===== src/include/bmc_pkg.sv =====
// Shared constants and types for the biphase mark line codec
`default_nettype none
package bmc_pkg;
	// -----------------------------------------------------------
	// Timing
	// -----------------------------------------------------------
	localparam int CLK_FREQ_KHZ = 100000;
	localparam int BIT_RATE_KHZ = 300;
	// Half a bit period in clock cycles, rounded down
	localparam int HALF_BIT_CYC = CLK_FREQ_KHZ / (2 * BIT_RATE_KHZ);
	localparam int CNT_W = 12;
	// Receive interval thresholds: 3/4 and 3/2 of a bit period
	localparam int RX_HALF_MAX = (HALF_BIT_CYC * 3) / 2;
	localparam int RX_FULL_MAX = HALF_BIT_CYC * 3;
	localparam int TX_LEVEL_W = 4;
	localparam int FIFO_DEPTH = 16;

	// -----------------------------------------------------------
	// Carriers
	// -----------------------------------------------------------
	// One outbound bit; last marks the final bit of the message
	typedef struct packed {
		logic last;
		logic value;
	} tx_sym_t;

	// One decoded inbound bit
	typedef struct packed {
		logic valid;
		logic value;
	} rx_bit_t;

	// Transmit sequencer states, Gray along idle, run, close
	typedef enum logic [1:0] {
		TX_IDLE = 2'b00,
		TX_RUN = 2'b01,
		TX_CLOSE = 2'b11
	} tx_state_t;
endpackage : bmc_pkg
`default_nettype wire


===== src/logic/bmc_phy.sv =====
// Biphase mark line codec with its outbound bit FIFO
`timescale 1ns/1ns
`default_nettype none

// -------------------------------------------------------------------
// Synchronous FIFO
// -------------------------------------------------------------------
module bit_fifo
#(
	parameter int WIDTH = 2,
	parameter int DEPTH = 16
)
(
	input wire logic clk,
	input wire logic nrst,
	input wire logic [WIDTH-1:0] in_data,
	input wire logic in_valid,
	output logic in_ready,
	output logic [WIDTH-1:0] out_data,
	output logic out_valid,
	input wire logic out_ready
);
	localparam int AW = $clog2(DEPTH);
	logic [WIDTH-1:0] mem [DEPTH];
	logic [AW-1:0] wr_r;
	logic [AW-1:0] rd_r;
	logic [AW:0] fill_r;
	logic push;
	logic pop;

	// Refuse sizes that the pointer wrap cannot serve
	if (WIDTH < 1 || DEPTH < 2 || (1 << AW) != DEPTH)
	begin : g_bad_size
		$error("bit_fifo: DEPTH must be a power of two");
	end

	// Handshake qualifiers
	assign in_ready = (fill_r != DEPTH[AW:0]);
	assign out_valid = (fill_r != '0);
	assign push = in_valid && in_ready;
	assign pop = out_ready && out_valid;
	assign out_data = mem[rd_r];

	// Storage write
	always_ff @(posedge clk)
	begin
		if (push)
			mem[wr_r] <= in_data;
	end

	// Pointers and fill level
	always_ff @(posedge clk)
	begin
		if (!nrst)
		begin
			wr_r <= '0;
			rd_r <= '0;
			fill_r <= '0;
		end
		else
		begin
			if (push)
				wr_r <= wr_r + 1'b1;
			if (pop)
				rd_r <= rd_r + 1'b1;
			if (push && !pop)
				fill_r <= fill_r + 1'b1;
			else if (pop && !push)
				fill_r <= fill_r - 1'b1;
		end
	end
endmodule : bit_fifo

// -------------------------------------------------------------------
// Codec top
// -------------------------------------------------------------------
module bmc_phy
	import bmc_pkg::*;
#(
	parameter int HALF_CYC = HALF_BIT_CYC,
	parameter int LEVEL_W = TX_LEVEL_W
)
(
	input wire logic clk,
	input wire logic nrst,
	input wire tx_sym_t tx_sym,
	input wire logic tx_valid,
	output logic tx_ready,
	output rx_bit_t rx_bit,
	output logic rx_active,
	output logic tx_busy,
	input wire logic orient_b,
	input wire logic [LEVEL_W-1:0] tx_peak_level,
	output logic [LEVEL_W-1:0] tx_drive_level,
	input wire logic channel_pin_a_i,
	output logic channel_pin_a_o,
	output logic channel_pin_a_oe,
	input wire logic channel_pin_b_i,
	output logic channel_pin_b_o,
	output logic channel_pin_b_oe
);
	// Refuse timings that the interval counter cannot hold
	if (HALF_CYC < 2 || HALF_CYC * 3 >= (1 << CNT_W) || LEVEL_W < 1)
	begin : g_bad_param
		$error("bmc_phy: half bit count or level width out of range");
	end

	localparam logic [CNT_W-1:0] HALF_LAST = CNT_W'(HALF_CYC - 1);
	localparam logic [CNT_W-1:0] RX_HALF_LIM = CNT_W'((HALF_CYC * 3) / 2);
	localparam logic [CNT_W-1:0] RX_FULL_LIM = CNT_W'(HALF_CYC * 3);

	tx_state_t state_r;
	tx_sym_t cur_r;
	tx_sym_t fifo_sym;
	logic fifo_valid;
	logic pop;
	logic fifo_in_ready;
	logic tx_push;
	logic [CNT_W-1:0] cnt_r;
	logic phase_r;
	logic level_r;
	logic orient_r;
	logic [LEVEL_W-1:0] peak_r;
	logic [LEVEL_W-1:0] drive_lvl_r;
	logic pin_a_r;
	logic pin_a_oe_r;
	logic pin_b_r;
	logic pin_b_oe_r;
	logic tx_ready_r;
	logic busy_r;
	logic [1:0] sync_a_r;
	logic [1:0] sync_b_r;
	logic rx_prev_r;
	logic rx_line;
	logic rx_edge;
	logic [CNT_W-1:0] rx_cnt_r;
	logic rx_act_r;
	logic rx_half_r;
	rx_bit_t rx_bit_r;

	// Offered bits are taken only while ready is shown
	assign tx_push = tx_valid && tx_ready_r;

	// Outbound bit buffer
	bit_fifo #(
		.WIDTH($bits(tx_sym_t)),
		.DEPTH(FIFO_DEPTH)
	) u_fifo (
		.clk(clk),
		.nrst(nrst),
		.in_data(tx_sym),
		.in_valid(tx_push),
		.in_ready(fifo_in_ready),
		.out_data(fifo_sym),
		.out_valid(fifo_valid),
		.out_ready(pop)
	);

	// -----------------------------------------------------------
	// Transmit sequencer
	// -----------------------------------------------------------
	// Fetch a bit at message start or at each bit boundary, except after a bit marked last
	assign pop = fifo_valid && ((state_r == TX_IDLE && !rx_act_r)
		|| (state_r == TX_RUN && cnt_r == '0 && phase_r && !cur_r.last));

	// Bit timing, level toggling and line state
	always_ff @(posedge clk)
	begin
		if (!nrst)
		begin
			state_r <= TX_IDLE;
			cur_r <= '0;
			cnt_r <= '0;
			phase_r <= 1'b0;
			level_r <= 1'b0;
		end
		else
		begin
			case (state_r)
				TX_IDLE:
				begin
					if (pop)
					begin
						level_r <= 1'b0;
						cur_r <= fifo_sym;
						cnt_r <= HALF_LAST;
						phase_r <= 1'b0;
						state_r <= TX_RUN;
					end
				end
				TX_RUN:
				begin
					if (cnt_r != '0)
						cnt_r <= cnt_r - 1'b1;
					else if (!phase_r)
					begin
						level_r <= level_r ^ cur_r.value;
						phase_r <= 1'b1;
						cnt_r <= HALF_LAST;
					end
					else
					begin
						level_r <= ~level_r;
						phase_r <= 1'b0;
						cnt_r <= HALF_LAST;
						if (pop)
							cur_r <= fifo_sym;
						else
							state_r <= TX_CLOSE;
					end
				end
				TX_CLOSE:
				begin
					// closing level held only half a bit
					if (cnt_r != '0)
						cnt_r <= cnt_r - 1'b1;
					else
						state_r <= TX_IDLE;
				end
				default:
					state_r <= TX_IDLE;
			endcase
		end
	end

	// Orientation and peak level captured per message
	always_ff @(posedge clk)
	begin
		if (!nrst)
		begin
			orient_r <= 1'b0;
			peak_r <= '0;
		end
		else if (state_r == TX_IDLE && !rx_act_r)
		begin
			orient_r <= orient_b;
			peak_r <= tx_peak_level;
		end
	end

	// Pin drivers
	always_ff @(posedge clk)
	begin
		if (!nrst)
		begin
			pin_a_r <= 1'b0;
			pin_a_oe_r <= 1'b0;
			pin_b_r <= 1'b0;
			pin_b_oe_r <= 1'b0;
			drive_lvl_r <= '0;
			busy_r <= 1'b0;
			tx_ready_r <= 1'b0;
		end
		else
		begin
			// enable only while a message is on the line
			// only the selected pin is driven
			pin_a_oe_r <= (state_r != TX_IDLE) && !orient_r;
			pin_b_oe_r <= (state_r != TX_IDLE) && orient_r;
			pin_a_r <= level_r && (state_r != TX_IDLE) && !orient_r;
			pin_b_r <= level_r && (state_r != TX_IDLE) && orient_r;
			// peak setting sets the driven high level
			drive_lvl_r <= (level_r && state_r != TX_IDLE) ? peak_r : '0;
			busy_r <= (state_r != TX_IDLE);
			// Ready rests a cycle after each push, so the registered
			// flag never offers room that the FIFO no longer has
			tx_ready_r <= fifo_in_ready && !tx_push;
		end
	end

	// -----------------------------------------------------------
	// Receive decoder
	// -----------------------------------------------------------
	// Two-stage synchronisers on both channel pins
	always_ff @(posedge clk)
	begin
		if (!nrst)
		begin
			// Biased idle level, so no false edge follows reset
			sync_a_r <= '1;
			sync_b_r <= '1;
		end
		else
		begin
			sync_a_r <= {sync_a_r[0], channel_pin_a_i};
			sync_b_r <= {sync_b_r[0], channel_pin_b_i};
		end
	end

	// listen on the selected pin only
	assign rx_line = orient_r ? sync_b_r[1] : sync_a_r[1];
	assign rx_edge = (rx_line != rx_prev_r);

	// Interval measurement and bit classification
	always_ff @(posedge clk)
	begin
		if (!nrst)
		begin
			rx_prev_r <= 1'b1;
			rx_cnt_r <= '0;
			rx_act_r <= 1'b0;
			rx_half_r <= 1'b0;
			rx_bit_r <= '0;
		end
		else
		begin
			rx_prev_r <= rx_line;
			rx_bit_r <= '0;
			if (state_r != TX_IDLE)
			begin
				rx_act_r <= 1'b0;
				rx_half_r <= 1'b0;
				rx_cnt_r <= '0;
			end
			else if (rx_edge)
			begin
				rx_cnt_r <= '0;
				// any first edge seen just starts timing
				rx_act_r <= 1'b1;
				if (rx_act_r)
				begin
					// half pairs give one, full gives zero
					if (rx_cnt_r < RX_HALF_LIM)
					begin
						rx_half_r <= ~rx_half_r;
						rx_bit_r <= '{valid: rx_half_r, value: 1'b1};
					end
					else
					begin
						rx_half_r <= 1'b0;
						rx_bit_r <= '{valid: 1'b1, value: 1'b0};
					end
				end
			end
			else if (rx_cnt_r >= RX_FULL_LIM)
			begin
				// Line quiet too long: message over
				rx_act_r <= 1'b0;
				rx_half_r <= 1'b0;
			end
			else
				rx_cnt_r <= rx_cnt_r + 1'b1;
		end
	end

	// Registered outputs
	assign channel_pin_a_o = pin_a_r;
	assign channel_pin_a_oe = pin_a_oe_r;
	assign channel_pin_b_o = pin_b_r;
	assign channel_pin_b_oe = pin_b_oe_r;
	assign tx_drive_level = drive_lvl_r;
	assign tx_busy = busy_r;
	assign tx_ready = tx_ready_r;
	assign rx_bit = rx_bit_r;
	assign rx_active = rx_act_r;
endmodule : bmc_phy
`default_nettype wire


===== config.mk =====
export PLATFORM = sky130hd
export DESIGN_NAME = bmc_phy
export DESIGN_NICKNAME = d
export VERILOG_FILES = /design/src/include/bmc_pkg.sv /design/src/logic/bmc_phy.sv
export SDC_FILE = /design/constraint.sdc
export NUM_CORES = 1
export LEC_CHECK = 0
export BUFFER_PORTS_ARGS = -buffer_cell sky130_fd_sc_hd__clkbuf_2
export CORE_MARGIN = 3
export CORE_UTILIZATION = 52
export DETAILED_ROUTE_END_ITERATION = 6
export MAX_ROUTING_LAYER = met4
export PLACE_DENSITY = 0.75
export SETUP_SLACK_MARGIN = 0.05
export SLEW_MARGIN = 20
export SYNTH_ARGS = -nofsm -noshare
export SYNTH_HDL_FRONTEND = slang
export SYNTH_SLANG_ARGS = --single-unit
export TNS_END_PERCENT = 20

===== constraint.sdc =====
create_clock -name clk -period 5.2 [get_ports clk]
set_input_delay 0.26 -clock clk [delete_from_list [all_inputs] [get_ports clk]]
set_output_delay 0.26 -clock clk [all_outputs]
set_load 0.1 [all_outputs]

==> flow_summary.yaml <==
global_routing:
  grt_pass1_wl_um: 13300
  grtUsageTotal: 0.176
  antenna_found_initial: 0
  grt_pass1_vias: 2849
  grt_overflow: 0
  grt_max_degree: 45
floorplan:
  coreArea_um2: 7970
  die-height_um: 98.0
  row_count: 32
  io_pins: 25
  initial_core_util: 0.552
  die-area_um2: 9590
  chipWidth_um: 98.0
timing:
  layout_setup_ws_ps: 1930
  setup_viol: 0
  hold_viol_final: 0
  slew_headroom: 0.470
  fmax_ghz: 0.306
  maxSlewViolCount: 0
  rsz0062_at_grt: "no"
  max_slew.worst_pin.slew_ps: 796
  finalCritPeriodShare: 0.629
  fin_crit_ps: 3270
  skew_ps: 14.6
  fin_setup_tns_ps: 0
setup_path:
  cp_top_family: "simple AND/OR/NAND/NOR gates"
  slowest_stage: "nor4_1"
  slowest_delay_ps: 600
  crit_fanout: 9
  crit_type: "flop to flop"
  cp.arrival_ps: 3560
  cp.required_ps: 5490
  path_cells: "nor4_1 > nand4_1 > a22oi_2 > inv_1 > ha_1 > inv_1 > ha_1 > a21o_1 > a21oi_1 > xnor2_1 > or3_1 > a21boi_0"
  crit_buf_inv: 2
  endpoint_kind: "flop"
  cp-start-kind: "flop"
drt:
  drtIter0Drc: 119
  vias: 2911
  drtAntennaViolNets: 0
  drc: 0
  firstDrtPassIters: 4
  viasPerCell: 5.49
  avgRoutedWirePerCell_um: 14.4
  routed_wl_um: 7650
cells_and_area:
  insertedDiodeCount: 0
  finalNetCount: 451
  multi_input_area_um2: 1900
  seq_area_um2: 2380
  utilization: 0.597
  fill_cells: 674
  drive_gt1_frac: 0.138
  area_delta_synth_final_pct: 8.11
clock_network:
  htreeDepth: 3
  cts_setup_buffers: 0
  clkTransAtPathRegs_ps: 100
  post_cts_resized: 0
  clkLatencyLatePin_ps: 360
  ctsHoldBuffers: 0
  clk_path_buf_depth: 2
  clockRootBuffer: "clkbuf_8"
  cts_tree: "built"
  cts_buffers: 9
  cts_sinks: 103
worst_hold_path:
  min_path_type: "input pin to flop"
outcome:
  status: "finished clean"
placed_design:
  place_congestion: 0.798
  port_buffers: 24
  hpwl_um: 5500
  place_worst_setup_slack_ps: 1940
power_and_ir_drop:
  leakage_nw: 1.77
  ir_worst_vdd_v: 0.000212
  power_density_nw_per_um2: 472
synthesis:
  synth_cell_types: 56
  ys.flop_type: "dfxtp_1"
  syn_inst: 401
  synth.ff_latch_count: 103
  synth_edf_count: 32
  postSynthAreaPerCell_um2: 11.0
  synth-warning-count: 0
  synthArstFlopShare: 0
  syn_nets: 428
  syn_area_um2: 4400
  yosysSeqAreaShare: 0.542
flow_run:
  max-cap-violations: 0
[Yosys cell counts, types with 8 or more instances]
| master | n | area [um^2] |
|---|---|---|
| dfxtp_1 | 71 | 1420 |
| nor3_1 | 9 | 45.0 |
| and2_1 | 13 | 81.3 |
| mux4_2 | 8 | 180 |
| nor2b_1 | 8 | 50.1 |
| inv_1 | 12 | 45.0 |
| nand2b_1 | 9 | 56.3 |
| nand2_1 | 40 | 150 |
| a21oi_1 | 15 | 75.1 |
| ha_1 | 14 | 175 |
| clkbuf_1 | 8 | 30.0 |
| nor2_1 | 44 | 165 |
| edfxtp_1 | 32 | 961 |
| xnor2_1 | 21 | 184 |
[per-stage QoR]
step	std cells	area [um^2]	hold slack [ps]	power, W
after global placement	515	4580	407	0.00178
final	530	4750	83.0	0.00224
after detailed placement	515	4580	404	0.00181
after CTS	530	4750	63.0	0.00226
after global routing	530	4750	78.3	0.00241
after floorplan	401	4400	359	0.00166
[sequential cells by signal, indices dropped and copies added, names as in the netlist, 4 cells and up, named ones only]
register / count
u_fifo.mem: 32
peak_r: 4
tx_drive_level: 4
u_fifo.fill_r: 5
u_fifo.wr_r: 4
rx_cnt_r: 12
cnt_r: 12
u_fifo.rd_r: 4
[power breakdown]
group	internal, W	total (W)	switching, W
clock network	0.000195	0.000452	0.000257
logic	0.000320	0.000742	0.000421
registers	0.000927	0.00105	0.000123
total	0.00144	0.00224	0.000801
[routing by layer]
metal,vias up,share of wire,track usage
met2,57,0.47,0.282
met5,-,0,-
met3,12,0.037,0.0393
li1,1459,-,-
met1,1383,0.47,0.216
met4,0,0.018,0.0724
[worst register-to-register path, cell delays in order, from the launching register on]
cell and delay [ps]:
dfxtp_1 360, nor4_1 600, nand4_1 210, a22oi_2 410, inv_1 90, ha_1 230, inv_1 140, ha_1 290
a21o_1 190, a21oi_1 160, xnor2_1 90, or3_1 300, a21boi_0 160
[cell families after synthesis]
logic type / Yosys count / synth area share
flip-flops: 103 / 0.542
adder cells (fa/ha/maj): 15 / 0.0444
AND/OR/NAND/NOR: 160 / 0.184
AO/OA/AOI/OAI: 54 / 0.0857
multiplexers: 18 / 0.0646
buffers and inverters: 24 / 0.0259
XOR/XNOR: 27 / 0.0538
[cell type report]
cell class                      instances  share of cell area
Sequential cell                       103               0.501
Multi-Input combinational cell        274               0.400
Tap cell                              102              0.0268
Clock buffer                            9              0.0261
Timing Repair Buffer                   24              0.0253
Clock inverter                          6              0.0113
Inverter                               12             0.00948
[path summary, 6_finish.rpt]
check | startpoint | to | slack [ps] | depth (start not counted)
setup / recovery | cnt_r[6] | u_fifo.fill_r[4] | 1930 | 12
hold reg to reg | sync_b_r[0] | sync_b_r[1] | 430 | 1
setup reg to reg | cnt_r[6] | u_fifo.fill_r[4] | 1930 | 12
hold / removal | channel_pin_a_i | sync_a_r[0] | 80 | 2
[placed cells by master (no fill, tap or decap), types with 3 or more instances in the layout]
cell type	n
a21boi_0	7
a21oi_1	15
and2_1	13
and3_1	7
clkbuf_2	24
clkbuf_8	9
dfxtp_1	71
edfxtp_1	32
ha_1	14
inv_1	13
mux2_2	3
mux2i_1	7
mux4_2	8
nand2_1	40
nand2b_1	9
nand3_1	7
nand4_1	6
nor2_1	44
nor2b_1	8
nor3_1	9
o21a_1	4
o21ai_0	7
o21ai_1	3
xnor2_1	21
xor2_1	6
Note: power is estimated with default switching activity, not from simulation.
